<file path="src/charge_setpoint_pkg.sv">
// Package with command codes, field layouts and decode limits of the setpoints.
package charge_setpoint_pkg;

    // ------------------------------------------------------------------
    // Command codes and reset values
    // ------------------------------------------------------------------
    localparam logic [7:0] CMD_CHARGE_CURRENT = 8'h14;
    localparam logic [7:0] CMD_CHARGE_VOLTAGE = 8'h15;
    localparam logic [15:0] CURRENT_RESET = 16'h0000;
    localparam logic [15:0] VOLTAGE_RESET = 16'h0000;
    localparam logic [7:0] READ_FILL_BYTE = 8'hFF;

    // ------------------------------------------------------------------
    // Field layouts of the two setpoint words
    // ------------------------------------------------------------------
    localparam int WORD_W = 16;
    localparam int VOLTAGE_LSB = 4;
    localparam int VOLTAGE_W = 11;
    localparam int CURRENT_LSB = 6;
    localparam int CURRENT_W = 7;

    // ------------------------------------------------------------------
    // Scaling and legal ranges, as printed, with derived code limits
    // ------------------------------------------------------------------
    localparam int VOLTAGE_STEP_MV = 16;
    localparam int VOLTAGE_MIN_MV = 1024;
    localparam int VOLTAGE_MAX_MV = 19200;
    localparam int CURRENT_STEP_MA = 64;
    localparam int CURRENT_MIN_MA = 128;
    localparam int CURRENT_MAX_MA = 8128;
    localparam int VOLTAGE_MIN_CODE = VOLTAGE_MIN_MV / VOLTAGE_STEP_MV;
    localparam int VOLTAGE_MAX_CODE = VOLTAGE_MAX_MV / VOLTAGE_STEP_MV;
    localparam int CURRENT_MIN_CODE = CURRENT_MIN_MA / CURRENT_STEP_MA;
    localparam int CURRENT_MAX_CODE = CURRENT_MAX_MA / CURRENT_STEP_MA;

    // ------------------------------------------------------------------
    // Carriers
    // ------------------------------------------------------------------
    typedef struct packed {
        logic [VOLTAGE_W-1:0] voltage_converter_code;
        logic [CURRENT_W-1:0] current_converter_code;
        logic [CURRENT_W-1:0] effective_current_code;
        logic charge_enable;
    } converter_drive_s;

    typedef struct packed {
        logic valid;
        logic [7:0] data;
    } bus_byte_s;

endpackage

</file>
<file path="src/charge_setpoint_registers.sv">
// Charge voltage and charge current setpoint registers behind an SMBus port.
//
// Contract
// - Voltage code from bits 14:4 only.
// - Voltage word read as millivolts, 16 mV step.
// - Voltage bits binary weighted, 19200 mV maximum.
// - Voltage word bit 15 ignored.
// - Voltage outside 1.024-19.2 V means zero.
// - Voltage register at command 0x15, word write.
// - Reset clears both; charge needs both valid.
// - Voltage register reads back.
// - Current code from bits 12:6 only.
// - Current bits binary weighted, 8128 mA maximum.
// - Current outside 128-8128 mA means zero.
// - Current register at command 0x14, word write.
// - Writing zero current stops charging.
// - Current register reads back.
// - Charge limit is smaller of pin, code.
// - Words move low byte first, high second.
// - One register per write transaction.
// - New setpoint applies after stop condition.
`timescale 1ns/1ps
`default_nettype none
module charge_setpoint_registers #(
    parameter int CODE_W = charge_setpoint_pkg::CURRENT_W
) (
    input wire logic ref_clk,
    input wire logic rst,
    input wire logic wr_start,
    input wire charge_setpoint_pkg::bus_byte_s wr_byte,
    input wire logic bus_stop,
    input wire logic rd_start,
    input wire logic rd_byte_req,
    input wire logic [CODE_W-1:0] current_limit_pin_voltage,
    output logic byte_ack,
    output logic byte_nack,
    output charge_setpoint_pkg::bus_byte_s rd_byte,
    output charge_setpoint_pkg::converter_drive_s drive
);

    // ------------------------------------------------------------------
    // Types and local state
    // ------------------------------------------------------------------
    typedef enum logic [2:0] {
        WR_IDLE,
        WR_COMMAND,
        WR_DATA_LO,
        WR_DATA_HI,
        WR_COMPLETE,
        WR_DISCARD
    } write_state_e;

    typedef enum logic [1:0] {
        RD_IDLE,
        RD_LOW,
        RD_HIGH,
        RD_DONE
    } read_state_e;

    write_state_e wr_state_reg;
    write_state_e wr_state_next;
    read_state_e rd_state_reg;
    logic [7:0] pointer_reg;
    logic [7:0] pending_lo_reg;
    logic [7:0] pending_hi_reg;
    logic [15:0] current_word_reg;
    logic [15:0] voltage_word_reg;
    logic byte_ack_reg;
    logic byte_nack_reg;
    charge_setpoint_pkg::bus_byte_s rd_byte_reg;
    charge_setpoint_pkg::converter_drive_s drive_reg;
    logic commit;
    logic cmd_known;
    logic [15:0] read_word;
    logic [charge_setpoint_pkg::VOLTAGE_W-1:0] voltage_code;
    logic voltage_valid;
    logic [CODE_W-1:0] current_code;
    logic current_valid;
    logic [CODE_W-1:0] effective_code;

    // ------------------------------------------------------------------
    // Helpers
    // ------------------------------------------------------------------
    // Command decode is used by the write path and by the read path.
    function automatic logic is_setpoint_cmd(input logic [7:0] cmd);
        return (cmd == charge_setpoint_pkg::CMD_CHARGE_CURRENT) ||
               (cmd == charge_setpoint_pkg::CMD_CHARGE_VOLTAGE);
    endfunction

    assign cmd_known = is_setpoint_cmd(wr_byte.data);

    // ------------------------------------------------------------------
    // Write transaction sequencer
    // ------------------------------------------------------------------
    // The state walks command, low byte, high byte; anything after the
    // high byte spoils the transaction, so a burst never lands.
    always_comb begin
        wr_state_next = wr_state_reg;
        if (wr_start) begin
            wr_state_next = WR_COMMAND;
        end else if (bus_stop) begin
            wr_state_next = WR_IDLE;
        end else if (wr_byte.valid) begin
            unique case (wr_state_reg)
                WR_IDLE: begin
                    wr_state_next = WR_IDLE;
                end
                WR_COMMAND: begin
                    wr_state_next = cmd_known ? WR_DATA_LO : WR_DISCARD;
                end
                WR_DATA_LO: begin
                    wr_state_next = WR_DATA_HI;
                end
                WR_DATA_HI: begin
                    wr_state_next = WR_COMPLETE;
                end
                WR_COMPLETE: begin
                    wr_state_next = WR_DISCARD;
                end
                WR_DISCARD: begin
                    wr_state_next = WR_DISCARD;
                end
            endcase
        end
    end

    // State register of the write sequencer.
    always_ff @(posedge ref_clk) begin
        if (rst) begin
            wr_state_reg <= WR_IDLE;
        end else begin
            wr_state_reg <= wr_state_next;
        end
    end

    assign commit = bus_stop && (wr_state_reg == WR_COMPLETE);

    // ------------------------------------------------------------------
    // Command pointer and pending data bytes
    // ------------------------------------------------------------------
    // The pointer survives the stop, which is how a read selects its
    // register: a write of the command byte alone, then a stop.
    always_ff @(posedge ref_clk) begin
        if (rst) begin
            pointer_reg <= 8'h00;
        end else if (wr_byte.valid && wr_state_reg == WR_COMMAND) begin
            pointer_reg <= wr_byte.data;
        end
    end

    // Data bytes are held aside until the stop so a broken frame is lost.
    always_ff @(posedge ref_clk) begin
        if (rst) begin
            pending_lo_reg <= 8'h00;
            pending_hi_reg <= 8'h00;
        end else if (wr_byte.valid && !wr_start && !bus_stop) begin
            if (wr_state_reg == WR_DATA_LO) begin
                pending_lo_reg <= wr_byte.data;
            end
            if (wr_state_reg == WR_DATA_HI) begin
                pending_hi_reg <= wr_byte.data;
            end
        end
    end

    // ------------------------------------------------------------------
    // Setpoint registers
    // ------------------------------------------------------------------
    // clear at reset
    always_ff @(posedge ref_clk) begin
        if (rst) begin
            current_word_reg <= charge_setpoint_pkg::CURRENT_RESET;
        end else if (commit &&
                     pointer_reg == charge_setpoint_pkg::CMD_CHARGE_CURRENT) begin
            current_word_reg <= {pending_hi_reg, pending_lo_reg};
        end
    end

    always_ff @(posedge ref_clk) begin
        if (rst) begin
            voltage_word_reg <= charge_setpoint_pkg::VOLTAGE_RESET;
        end else if (commit &&
                     pointer_reg == charge_setpoint_pkg::CMD_CHARGE_VOLTAGE) begin
            voltage_word_reg <= {pending_hi_reg, pending_lo_reg};
        end
    end

    // ------------------------------------------------------------------
    // Byte acknowledge
    // ------------------------------------------------------------------
    // Each received byte gets exactly one answer pulse on the next cycle.
    // An unknown command and any byte past the high byte are refused.
    always_ff @(posedge ref_clk) begin
        if (rst) begin
            byte_ack_reg <= 1'b0;
            byte_nack_reg <= 1'b0;
        end else begin
            byte_ack_reg <= 1'b0;
            byte_nack_reg <= 1'b0;
            if (wr_byte.valid && !wr_start && !bus_stop) begin
                unique case (wr_state_reg)
                    WR_COMMAND: begin
                        byte_ack_reg <= cmd_known;
                        byte_nack_reg <= !cmd_known;
                    end
                    WR_DATA_LO, WR_DATA_HI: begin
                        byte_ack_reg <= 1'b1;
                    end
                    WR_IDLE, WR_COMPLETE, WR_DISCARD: begin
                        byte_nack_reg <= 1'b1;
                    end
                endcase
            end
        end
    end

    // ------------------------------------------------------------------
    // Read path
    // ------------------------------------------------------------------
    // readback select
    always_comb begin
        if (pointer_reg == charge_setpoint_pkg::CMD_CHARGE_VOLTAGE) begin
            read_word = voltage_word_reg;
        end else begin
            read_word = current_word_reg;
        end
    end

    // Read phase tracker: low byte, then high byte, then filler.
    always_ff @(posedge ref_clk) begin
        if (rst) begin
            rd_state_reg <= RD_IDLE;
        end else if (rd_start) begin
            rd_state_reg <= is_setpoint_cmd(pointer_reg) ? RD_LOW : RD_DONE;
        end else if (bus_stop) begin
            rd_state_reg <= RD_IDLE;
        end else if (rd_byte_req) begin
            unique case (rd_state_reg)
                RD_LOW: begin
                    rd_state_reg <= RD_HIGH;
                end
                RD_HIGH, RD_DONE, RD_IDLE: begin
                    rd_state_reg <= RD_DONE;
                end
            endcase
        end
    end

    // Data is answered one cycle after each request. Filler bytes keep
    // the bus released once the word is out, since reads never chain.
    always_ff @(posedge ref_clk) begin
        if (rst) begin
            rd_byte_reg <= '0;
        end else begin
            rd_byte_reg.valid <= rd_byte_req && !rd_start && !bus_stop;
            if (rd_byte_req && !rd_start && !bus_stop) begin
                unique case (rd_state_reg)
                    RD_LOW: begin
                        rd_byte_reg.data <= read_word[7:0];
                    end
                    RD_HIGH: begin
                        rd_byte_reg.data <= read_word[15:8];
                    end
                    RD_DONE, RD_IDLE: begin
                        rd_byte_reg.data <= charge_setpoint_pkg::READ_FILL_BYTE;
                    end
                endcase
            end
        end
    end

    // ------------------------------------------------------------------
    // Setpoint decode
    // ------------------------------------------------------------------
    // voltage decode
    setpoint_field_decode #(
        .WORD_W(charge_setpoint_pkg::WORD_W),
        .FIELD_LSB(charge_setpoint_pkg::VOLTAGE_LSB),
        .FIELD_W(charge_setpoint_pkg::VOLTAGE_W),
        .MIN_CODE(charge_setpoint_pkg::VOLTAGE_MIN_CODE),
        .MAX_CODE(charge_setpoint_pkg::VOLTAGE_MAX_CODE)
    ) voltage_decode (
        .word(voltage_word_reg),
        .code(voltage_code),
        .valid(voltage_valid)
    );

    setpoint_field_decode #(
        .WORD_W(charge_setpoint_pkg::WORD_W),
        .FIELD_LSB(charge_setpoint_pkg::CURRENT_LSB),
        .FIELD_W(CODE_W),
        .MIN_CODE(charge_setpoint_pkg::CURRENT_MIN_CODE),
        .MAX_CODE(charge_setpoint_pkg::CURRENT_MAX_CODE)
    ) current_decode (
        .word(current_word_reg),
        .code(current_code),
        .valid(current_valid)
    );

    current_limit_select #(
        .CODE_W(CODE_W)
    ) limit_select (
        .pin_code(current_limit_pin_voltage),
        .reg_code(current_code),
        .limit_code(effective_code)
    );

    // ------------------------------------------------------------------
    // Converter drive
    // ------------------------------------------------------------------
    // Registered so the converters see one clean edge after each commit;
    // the cost is a single cycle of extra latency.
    always_ff @(posedge ref_clk) begin
        if (rst) begin
            drive_reg <= '0;
        end else begin
            drive_reg.voltage_converter_code <= voltage_code;
            drive_reg.current_converter_code <= current_code;
            drive_reg.effective_current_code <= effective_code;
            drive_reg.charge_enable <= voltage_valid && current_valid;
        end
    end

    // ------------------------------------------------------------------
    // Outputs
    // ------------------------------------------------------------------
    assign byte_ack = byte_ack_reg;
    assign byte_nack = byte_nack_reg;
    assign rd_byte = rd_byte_reg;
    assign drive = drive_reg;

endmodule
`default_nettype wire

</file>
<file path="src/setpoint_field_decode.sv">
// Extracts a setpoint code field and forces it to zero when out of range.
`timescale 1ns/1ps
`default_nettype none
module setpoint_field_decode #(
    parameter int WORD_W = 16,
    parameter int FIELD_LSB = 4,
    parameter int FIELD_W = 11,
    parameter int MIN_CODE = 64,
    parameter int MAX_CODE = 1200
) (
    input wire logic [WORD_W-1:0] word,
    output logic [FIELD_W-1:0] code,
    output logic valid
);

    // ------------------------------------------------------------------
    // Range check on the used field only
    // ------------------------------------------------------------------
    localparam logic [FIELD_W-1:0] MIN_C = FIELD_W'(MIN_CODE);
    localparam logic [FIELD_W-1:0] MAX_C = FIELD_W'(MAX_CODE);
    logic [FIELD_W-1:0] field;

    // Bits below and above the field never reach the converter.
    assign field = word[FIELD_LSB +: FIELD_W];
    assign valid = (field >= MIN_C) && (field <= MAX_C);
    assign code = valid ? field : '0;

endmodule
`default_nettype wire

</file>
<file path="src/current_limit_select.sv">
// Picks the lower of the pin-derived and register-derived charge limits.
`timescale 1ns/1ps
`default_nettype none
module current_limit_select #(
    parameter int CODE_W = 7
) (
    input wire logic [CODE_W-1:0] pin_code,
    input wire logic [CODE_W-1:0] reg_code,
    output logic [CODE_W-1:0] limit_code
);

    // ------------------------------------------------------------------
    // Minimum selection
    // ------------------------------------------------------------------
    // A zero register code wins, so a stop request always ends charging.
    assign limit_code = (pin_code < reg_code) ? pin_code : reg_code;

endmodule
`default_nettype wire

</file>
<file path="config.mk">
export PLATFORM = sky130hd
export DESIGN_NAME = charge_setpoint_registers
export DESIGN_NICKNAME = d
export VERILOG_FILES = /design/src/charge_setpoint_pkg.sv /design/src/charge_setpoint_registers.sv /design/src/setpoint_field_decode.sv /design/src/current_limit_select.sv
export SDC_FILE = /design/constraint.sdc
export NUM_CORES = 1
export LEC_CHECK = 0
export BUFFER_PORTS_ARGS = -buffer_cell sky130_fd_sc_hd__buf_2
export CAP_MARGIN = 25
export CORE_AREA = 3 3 105 97
export CTS_CLUSTER_DIAMETER = 100
export DETAILED_ROUTE_END_ITERATION = 16
export DIE_AREA = 0 0 108 100
export GPL_TIMING_DRIVEN = 0
export PLACE_DENSITY = 0.64
export RECOVER_POWER = 25
export SETUP_SLACK_MARGIN = 0.15
export SLEW_MARGIN = 20
export SYNTH_ARGS = -nofsm -noshare
export SYNTH_HDL_FRONTEND = slang
export SYNTH_SLANG_ARGS = --single-unit
</file>
<file path="constraint.sdc">
create_clock -name ref_clk -period 4.2 [get_ports ref_clk]
set_input_delay 0.63 -clock ref_clk [delete_from_list [all_inputs] [get_ports ref_clk]]
set_output_delay 0.63 -clock ref_clk [all_outputs]
set_load 0.02 [all_outputs]
</file>
==> impl_metrics.toml, run 1 <==
[synth]
synth_compound_area_frac = 0.148
synth_simple_gate_area_frac = 0.268
netlist_area_um2 = 4250
synth_cell_types = 46
async_flop_share = 0
avgSynthCellArea_um2 = 9.06
synthAdderAreaFrac = 0.0236
syn_inst = 469
ys_seq_area_frac = 0.462
synth_xor_area_frac = 0
synth_top_family_by_area = "simple AND/OR/NAND/NOR gates"
synth_seq_cells = 98
synth_warnings = 0
synth_nets = 499
synth_edf_count = 0
synth_ff_type = "dfxtp_1"
synthMuxAreaShare = 0.0562

[global_route]
antenna_found_initial = 0
grt_max_degree = 15
overflow = 0
grt_pass1_vias = 3307
grt_pass1_wl_um = 17100
track_usage = 0.202

[setup_path]
crit_slowest_cell = "a21oi_1"
ff2ff_path_depth = 6
worst_path_most_repeated_cell = "a21oi_1"
worst_ep_arrival_time_ns = 2.38
start_kind = "register"
crit_end = "drive[3]"
r2r_slack_ns = 2.07
crit_fanout = 7
worstSetupPathDepth = 6
critPathTopFamily = "compound AO/OA/AOI/OAI gates"
critPathRequiredTime_ns = 4.45
path_buf_inv = 1
timing.rr.start = "current_word_reg[10]"
max_stage_delay_ns = 0.55
cp-startpoint = "current_word_reg[10]"
worstPathCellList = "inv_1 -> ha_1 -> a21oi_1 -> o21ai_0 -> a21oi_1 -> mux2_2"
worstSetupPathType = "register to register"
crit_path_end_kind = "register"
r2r_end = "drive[3]"

[cells_and_area]
drive_gt1_frac = 0.203
regArea_um2 = 1960
area_growth_pct = 13.8
diodes = 0
largest_reg_flops = 26
multi_input_area_um2 = 2110
fin_nets = 568
stdcell_count = 663
layout_common_cells = "98 x dfxtp_1, 65 x nand2_1, 49 x nor2_1, 43 x clkbuf_1, 38 x a21oi_1"
n_fill_cell = 855
final_common_cell = "dfxtp_1"

[sta]
tightestPinTransition_ns = 0.852
finalHoldViolations = 0
rsz0062_at_grt = "no"
slew_violations = 0
min_period_ns = 2.13
clock.fmax_ghz = 0.470
setup_viol = 0
fin_setup_tns_ns = 0
finalClockSkew_ns = 0.00787
maxSlewHeadroom = 0.428
timing.final.ws_setup_ns = 2.07
post-route-period-util = 0.507

[clock_network]
cts.sinks = 98
cts_htree_levels = 3
post_cts.repair.setup_buffers = 0
root_buffer = "clkbuf_8"
cts_tree = "yes"
postCtsResizedCells = 0
clkTransAtPathRegs_ns = 0.09
clockBufferDepth = 2
cts_made_buffers = 9
hold_buffers = 0
worstSkewPairLatency_ns = 0.36

[floorplanning]
die_y_um = 100
die-area_um2 = 10800
io_pins = 59
dieWidth_um = 108
num_rows = 33
start_util = 0.466
core_um2 = 9130

[placed_design]
pre_cts_slack_ns = 1.69
dp_hpwl_um = 7920
dp_cells = 648
port_buffers = 57
place.gp.congestion = 0.808

[job]
maxCapViolCount = 0

[pwr]
leakagePower_nw = 1.86
peakVddDrop_v = 0.000202
power_density_nw_per_um2 = 338

[drt]
firstDrtPassIters = 5
drc = 0
vias_per_cell = 5.30
ant_nets = 0
routedWlPerCell_um = 16.0
totalWireLength_um = 10600
num_vias = 3517
drt_iter0_markers = 211

[status]
outcome = "finished, final reports clean"

[min_path]
hp-class = "register to register"
-- worst min-delay path by stage --
| stage | start | endpoint | depth (start not counted) |
|---|---|---|---|
| 5_1_grt | voltage_word_reg[2] | voltage_word_reg[2] | 2 |
| 4_1_cts | current_word_reg[5] | current_word_reg[5] | 2 |
| 2_1_floorplan | current_word_reg[0] | current_word_reg[0] | 2 |
| 3_3_place_gp | current_word_reg[5] | current_word_reg[5] | 2 |
| 6_report | current_word_reg[5] | current_word_reg[5] | 2 |
| 3_5_place_dp | current_word_reg[4] | current_word_reg[4] | 2 |
-- cells by family (layout without fill, tap and decap cells) --
kind of cell             Yosys count  in the layout
adder cells (fa/ha/maj)            8              8
AND/OR/NAND/NOR                  212            212
multiplexers                      23             23
buffers and inverters             37            109
AO/OA/AOI/OAI                     91             91
flip-flops                        98             98
-- worst min-delay path: cells and delay by family, from the launching register on --
kind / cells / cell delay [ns]
flip-flops: 1 / 0.32
AND/OR/NAND/NOR: 1 / 0.05
AO/OA/AOI/OAI: 1 / 0.05
-- per-layer routing --
| layer | vias to the layer above | global-route usage | wire length, µm |
|---|---|---|---|
| met3 | 11 | 0.0457 | 640 |
| met4 | 0 | 0.0466 | 98 |
| li1 | 1757 | - | - |
| met5 | - | 0 | 0 |
| met1 | 1647 | 0.281 | 4940 |
| met2 | 102 | 0.322 | 4910 |
-- area by class of cell --
class,count,area share
Multi-Input combinational cell,334,0.436
Clock buffer,11,0.0272
Timing Repair Buffer,58,0.0533
Buffer,25,0.0282
Clock inverter,3,0.00880
Tap cell,122,0.0316
Sequential cell,98,0.406
Inverter,12,0.00932
-- report_power, final --
part | switching, W | internal [W] | leakage, nW
sequential | 0.00000817 | 0.000940 | 0.792
clock | 0.000301 | 0.000269 | 0.0853
combinational | 0.0000779 | 0.0000391 | 0.986
total | 0.000387 | 0.00125 | 1.86
-- metrics by stage --
stage,hold WS [ns],power [W],cell area [µm²],util
finish,0.456,0.00164,4830,0.530
global route,0.483,0.00170,4830,0.530
CTS,0.455,0.00165,4860,0.533
detailed placement,0.444,0.00109,4690,0.514
global placement,0.436,0.00108,4690,0.514
floorplan,0.427,0.00104,4250,-
-- cell usage after synthesis (2+ instances only) --
| cell type | number | area share |
|---|---|---|
| nor3_1 | 2 | 0.0024 |
| mux2_2 | 7 | 0.019 |
| nor4b_1 | 2 | 0.0041 |
| and3_1 | 16 | 0.024 |
| nor3b_1 | 3 | 0.0053 |
| o21ai_0 | 7 | 0.0082 |
| or4_4 | 2 | 0.0053 |
| nand2b_1 | 3 | 0.0044 |
| ha_1 | 8 | 0.024 |
| dfxtp_1 | 98 | 0.46 |
| or3_1 | 2 | 0.0029 |
| or4_1 | 2 | 0.0035 |
| inv_1 | 12 | 0.011 |
| buf_6 | 2 | 0.0053 |
| mux2i_1 | 16 | 0.038 |
| nor2b_1 | 13 | 0.019 |
| o31ai_1 | 8 | 0.014 |
| buf_2 | 4 | 0.0047 |
| nand4_1 | 11 | 0.016 |
| nor3b_2 | 2 | 0.0059 |
| and2_1 | 10 | 0.015 |
| nor4_4 | 2 | 0.010 |
| nand2_1 | 65 | 0.057 |
| o41a_1 | 8 | 0.021 |
| a31oi_1 | 3 | 0.0044 |
| nand2_2 | 20 | 0.029 |
| buf_8 | 2 | 0.0071 |
| a211oi_1 | 2 | 0.0035 |
| a21oi_2 | 20 | 0.041 |
| a21oi_1 | 38 | 0.045 |
| nor2_1 | 49 | 0.043 |
| clkbuf_1 | 15 | 0.013 |
| buf_1 | 2 | 0.0018 |
No activity file was read; power rests on OpenSTA's default activity.
==> run 2: changes to the inputs <==
--- a/config.mk
+++ b/config.mk
@@ -12,7 +12,7 @@
 export DETAILED_ROUTE_END_ITERATION = 16
 export DIE_AREA = 0 0 108 100
 export GPL_TIMING_DRIVEN = 0
-export PLACE_DENSITY = 0.64
+export PLACE_DENSITY = 0.66
 export RECOVER_POWER = 25
 export SETUP_SLACK_MARGIN = 0.15
 export SLEW_MARGIN = 20
==> constraint.sdc (replaced) <==
create_clock -name ref_clk -period 1.8 [get_ports ref_clk]
set_input_delay 0.27 -clock ref_clk [delete_from_list [all_inputs] [get_ports ref_clk]]
set_output_delay 0.27 -clock ref_clk [all_outputs]
set_load 0.02 [all_outputs]
==> run 2 against run 1 <==
Compared with the run above:
- the run now ends with negative setup slack left
- first-iteration DRC count grew 27%
- worst hold slack lost 0.28 ns
- non-clock buffer count grew 18
- die area is the same
- routed wire length grew 6.8%
- sequential power grew 130%
- highest routed layer unchanged
==> impl_metrics.toml, run 2 (synthesis gave the netlist of run 1 again) <==
[floorplanning]
core_um2 = 9130
dieWidth_um = 108
start_util = 0.466
die_y_um = 100
die-area_um2 = 10800
io_pins = 59
num_rows = 33

[min_path]
hold_start = "wr_byte[6]"
holdPathEnd = "pointer_reg[6]"
hp-class = "input pin to register"
hold_depth = 3

[sta]
maxSlewHeadroom = 0.511
setup_viol = 38
timing.final.ws_setup_ns = -0.157
tightestPinTransition_ns = 0.733
clock.fmax_ghz = 0.511
finalHoldViolations = 0
min_period_ns = 1.96
post-route-period-util = 1.09
fin_setup_tns_ns = -4.23
finalClockSkew_ns = 0.0137
slew_violations = 0
rsz0062_at_grt = "yes"

[placed_design]
dp_hpwl_um = 7870
port_buffers = 57
place.gp.congestion = 0.825
pre_cts_slack_ns = -0.387
placed_area_um2 = 4740

[drt]
vias_per_cell = 5.48
routedWlPerCell_um = 16.6
drc = 0
num_vias = 3744
ant_nets = 0
drt_iter0_markers = 268
totalWireLength_um = 11300
firstDrtPassIters = 5

[clock_network]
worstSkewPairLatency_ns = 0.36
clockBufferDepth = 2
cts_tree = "yes"
cts.sinks = 98
hold_buffers = 0
cts_htree_levels = 3
cts_made_buffers = 9
root_buffer = "clkbuf_8"
clkTransAtPathRegs_ns = 0.10

[pwr]
peakVddDrop_v = 0.000369
power_density_nw_per_um2 = 728
finalPower_w = 0.00398
leakagePower_nw = 2.13

[cells_and_area]
final_common_cell = "dfxtp_1"
area_growth_pct = 28.6
diodes = 0
fin_nets = 587
layout_common_cells = "89 x dfxtp_1, 53 x nand2_1, 49 x nor2_1, 44 x buf_2, 35 x a21oi_2"
utilization = 0.599
final_area_um2 = 5470
largest_reg_flops = 26
multi_input_area_um2 = 2450
drive_gt1_frac = 0.357
n_fill_cell = 785
regArea_um2 = 1980

[setup_path]
worst_ep_arrival_time_ns = 2.17
timing.rr.start = "pointer_reg[5]"
critPathRequiredTime_ns = 2.02
crit_path_end_kind = "register"
r2r_slack_ns = -0.16
r2r_end = "voltage_word_reg[6]"
crit_fanout = 10
start_kind = "register"
ff2ff_path_depth = 6
worstSetupPathType = "register to register"

[global_route]
track_usage = 0.214
overflow = 0
grt_pass1_wl_um = 18200
grt_max_degree = 16
antenna_found_initial = 0
grt_pass1_vias = 3572

[status]
outcome = "complete, but fails checks"
violations = "negative setup slack"

[job]
maxCapViolCount = 0
-- run 2: changes by cell type in the layout (fill, tap and decap cells not counted), sizes merged --
cell    before  now
buf         42   70
clkbuf      52   42
clkinv       1    2
o211a        1    2
-- run 2: repair_timing --
| item | CTS | global route |
|---|---|---|
| cloned | 2 | 0 |
| pin swaps | 11 | 13 |
| buffers inserted | 16 | 2 |
| resized for setup | 48 | 48 |
| endpoints found under the hold margin | 0 | 0 |
| endpoints found under the setup margin | 79 | 65 |
-- run 2: worst max-delay path by stage --
stage | start | end | slack [ns] | cells past startpoint
global placement | bus_stop | rd_byte[6] | -0.35 | 4
floorplan | pointer_reg[6] | voltage_word_reg[10] | -0.11 | 6
finish | pointer_reg[5] | voltage_word_reg[6] | -0.16 | 6
detailed placement | bus_stop | rd_byte[6] | -0.39 | 4
CTS | pointer_reg[3] | voltage_word_reg[12] | -0.14 | 6
global route | pointer_reg[5] | voltage_word_reg[12] | -0.19 | 6
-- run 2: worst max-delay path, cell delays in order (launching register included) --
cell and delay [ns]:
dfxtp_2 0.33, or4b_4 0.58, or4_4 0.50, buf_6 0.14
buf_12 0.14, nand2_2 0.07, a21oi_2 0.05
-- run 2: cell type report --
type,instances,share of cell area
multi-input cells,335,0.448
clock inverters,4,0.00939
clock buffers,11,0.0277
inverters,12,0.00824
well taps,122,0.0279
plain buffers,25,0.0318
flip-flops and latches,98,0.362
repair buffers,76,0.0845
-- run 2: metal layers --
metal,track usage,vias up,wire [µm]
met5,0,-,0
met4,0.0854,0,351
met3,0.0514,32,663
met2,0.353,121,5330
met1,0.270,1784,4970
li1,-,1807,-
-- run 2: per-stage QoR --
| step | cells | hold WS, ns |
|---|---|---|
| 2_1_floorplan | 469 | 0.382 |
| 3_3_place_gp | 648 | 0.444 |
| 3_5_place_dp | 648 | 0.450 |
| 4_1_cts | 681 | 0.167 |
| 5_1_grt | 683 | 0.169 |
| 6_report | 683 | 0.175 |
-- run 2: power by group --
part	switching [W]	internal (W)	total, W
Sequential	0.0000187	0.00219	0.00221
Combinational	0.000205	0.000117	0.000322
Clock	0.000735	0.000711	0.00145
==> run 3: changes to the inputs <==
--- a/config.mk
+++ b/config.mk
@@ -7,12 +7,14 @@
 export LEC_CHECK = 0
 export BUFFER_PORTS_ARGS = -buffer_cell sky130_fd_sc_hd__buf_2
 export CAP_MARGIN = 25
-export CORE_AREA = 3 3 105 97
+export CELL_PAD_IN_SITES_DETAIL_PLACEMENT = 0
+export CELL_PAD_IN_SITES_GLOBAL_PLACEMENT = 2
+export CORE_AREA = 3 3 128 118
 export CTS_CLUSTER_DIAMETER = 100
 export DETAILED_ROUTE_END_ITERATION = 16
-export DIE_AREA = 0 0 108 100
+export DIE_AREA = 0 0 131 121
 export GPL_TIMING_DRIVEN = 0
-export PLACE_DENSITY = 0.66
+export PLACE_DENSITY = 0.71
 export RECOVER_POWER = 25
 export SETUP_SLACK_MARGIN = 0.15
 export SLEW_MARGIN = 20
==> run 3 against run 2 <==
Compared with the run above:
- the flow still finishes with violations (negative setup slack)
- non-clock buffer count is 1 higher
- die area is 47% higher
- combinational power shrank 2%
- worst hold slack better by 0.021 ns
- sequential share of layout area is 1.4 points lower
- power grew 11%
- core utilization is 19 points lower
- final area up 4.5%
- cell count grew 11%
- critical path depth decreased by 1
- critical path type unchanged
==> impl_metrics.toml, run 3 (synthesis gave the netlist of run 1 again) <==
[global_route]
antenna_found_initial = 0
overflow = 0
grt_max_degree = 16
grt_pass1_wl_um = 19500
track_usage = 0.163
grt_pass1_vias = 3472

[min_path]
hold_depth = 3
hp-class = "input pin to register"

[sta]
finalHoldViolations = 0
setup_viol = 40
whs_ns = 0.196
tightestPinTransition_ns = 0.825
post-route-period-util = 1.09
timing.final.ws_setup_ns = -0.170
clock.fmax_ghz = 0.508
finalClockSkew_ns = 0.00753
rsz0062_at_grt = "yes"
min_period_ns = 1.97
slew_violations = 0
maxSlewHeadroom = 0.450

[clock_network]
worstSkewPairLatency_ns = 0.35
cts.sinks = 98
root_buffer = "clkbuf_16"
hold_buffers = 0
clkTransAtPathRegs_ns = 0.07
clockBufferDepth = 2
cts_tree = "yes"
cts_htree_levels = 3
cts_made_buffers = 9

[drt]
routedWlPerCell_um = 16.4
vias_per_cell = 4.72
drc = 0
drt_iter0_markers = 201
num_vias = 3572
ant_nets = 0
firstDrtPassIters = 4
totalWireLength_um = 12400

[floorplanning]
core_um2 = 13900
start_util = 0.306
io_pins = 59
num_rows = 41
die-area_um2 = 15900
dieWidth_um = 131
die_y_um = 121

[placed_design]
pre_cts_slack_ns = -0.450
dp_hpwl_um = 8910
port_buffers = 57
place.gp.congestion = 0.769
placed_area_um2 = 4830

[pwr]
power_density_nw_per_um2 = 774
leakagePower_nw = 2.17
peakVddDrop_v = 0.000431

[setup_path]
start_kind = "register"
timing.rr.start = "pointer_reg[6]"
cp-startpoint = "pointer_reg[6]"
worst_ep_arrival_time_ns = 2.21
worstPathCellList = "or4b_4 -> buf_4 -> o31ai_1 -> a21oi_1 -> o41a_1"
max_stage_delay_ns = 0.58
crit_end = "rd_byte[0]"
r2r_end = "rd_byte[0]"
critPathRequiredTime_ns = 2.04
crit_fanout = 10
crit_path_end_kind = "register"
r2r_slack_ns = -0.17
crit_slowest_cell = "or4b_4"
worstSetupPathType = "register to register"
ff2ff_path_depth = 5

[cells_and_area]
drive_gt1_frac = 0.361
multi_input_area_um2 = 2510
final_common_cell = "dfxtp_1"
final_area_um2 = 5710
layout_common_cells = "87 x dfxtp_1, 53 x nand2_1, 49 x nor2_1, 42 x buf_2, 36 x a21oi_2"
diodes = 0
fin_nets = 588
area_growth_pct = 34.5
n_fill_cell = 1408
largest_reg_flops = 26
regArea_um2 = 1990

[status]
violations = "negative setup slack"
outcome = "complete, but fails checks"

[job]
maxCapViolCount = 0
## run 3: changes by cell type in the layout (fill, tap and decap cells not counted), sizes merged
cell and delta:
buf -2, clkbuf +4, clkinv -2, clkinvlp +2
## run 3: worst min path at each step
stage	slack, ns	start	end
finish	0.20	wr_byte[6]	pointer_reg[6]
global route	0.18	wr_byte[6]	pointer_reg[6]
CTS	0.18	wr_byte[6]	pointer_reg[6]
detailed placement	0.45	voltage_word_reg[2]	voltage_word_reg[2]
global placement	0.44	voltage_word_reg[15]	voltage_word_reg[15]
floorplan	0.38	bus_stop	wr_state_reg[0]
## run 3: timing repair
item                                   4_1_cts  5_1_grt
endpoints found under the hold margin        0        0
pin swaps                                   17        9
setup endpoints to repair                   81       61
gates cloned                                 3        0
gates resized for setup                     69       44
setup buffers                               16        2
## run 3: final cells by class
| class | instances | share of cell area |
|---|---|---|
| multi-input combinational | 335 | 0.440 |
| sequential | 98 | 0.348 |
| timing repair buffer | 77 | 0.0830 |
| tap | 193 | 0.0423 |
| clock buffer | 12 | 0.0414 |
| buffer | 25 | 0.0287 |
| clock inverter | 4 | 0.00920 |
| inverter | 12 | 0.00788 |
## run 3: per-layer routing
metal,wire [µm],vias to the layer above,track usage
met5,0,-,0
met4,249,0,0.0636
met3,570,16,0.0396
met2,5370,69,0.239
met1,6220,1676,0.230
li1,-,1811,-
## run 3: critical path: cells and delay by family (launching register included)
family | cells | cell delay (ns)
AOI/OAI and AO/OA | 3 | 0.74
buffers and inverters | 1 | 0.22
DFF | 1 | 0.32
and+or+nand+nor | 1 | 0.58
## run 3: through the flow
step            util  instances  power, W  TNS [ns]
6_report       0.411        756   0.00442     -4.23
5_1_grt        0.411        756   0.00461     -6.22
4_1_cts        0.401        754   0.00449     -5.48
3_5_place_dp   0.347        719   0.00256    -10.59
3_3_place_gp   0.347        719   0.00255     -9.93
2_1_floorplan      -        469   0.00244     -1.58
## run 3: report_power, final
group / leakage, nW / internal [W] / switching [W]
sequential: 0.799 / 0.00219 / 0.0000184
combinational: 1.24 / 0.000110 / 0.000204
clock: 0.129 / 0.00108 / 0.000820
total: 2.17 / 0.00338 / 0.00104
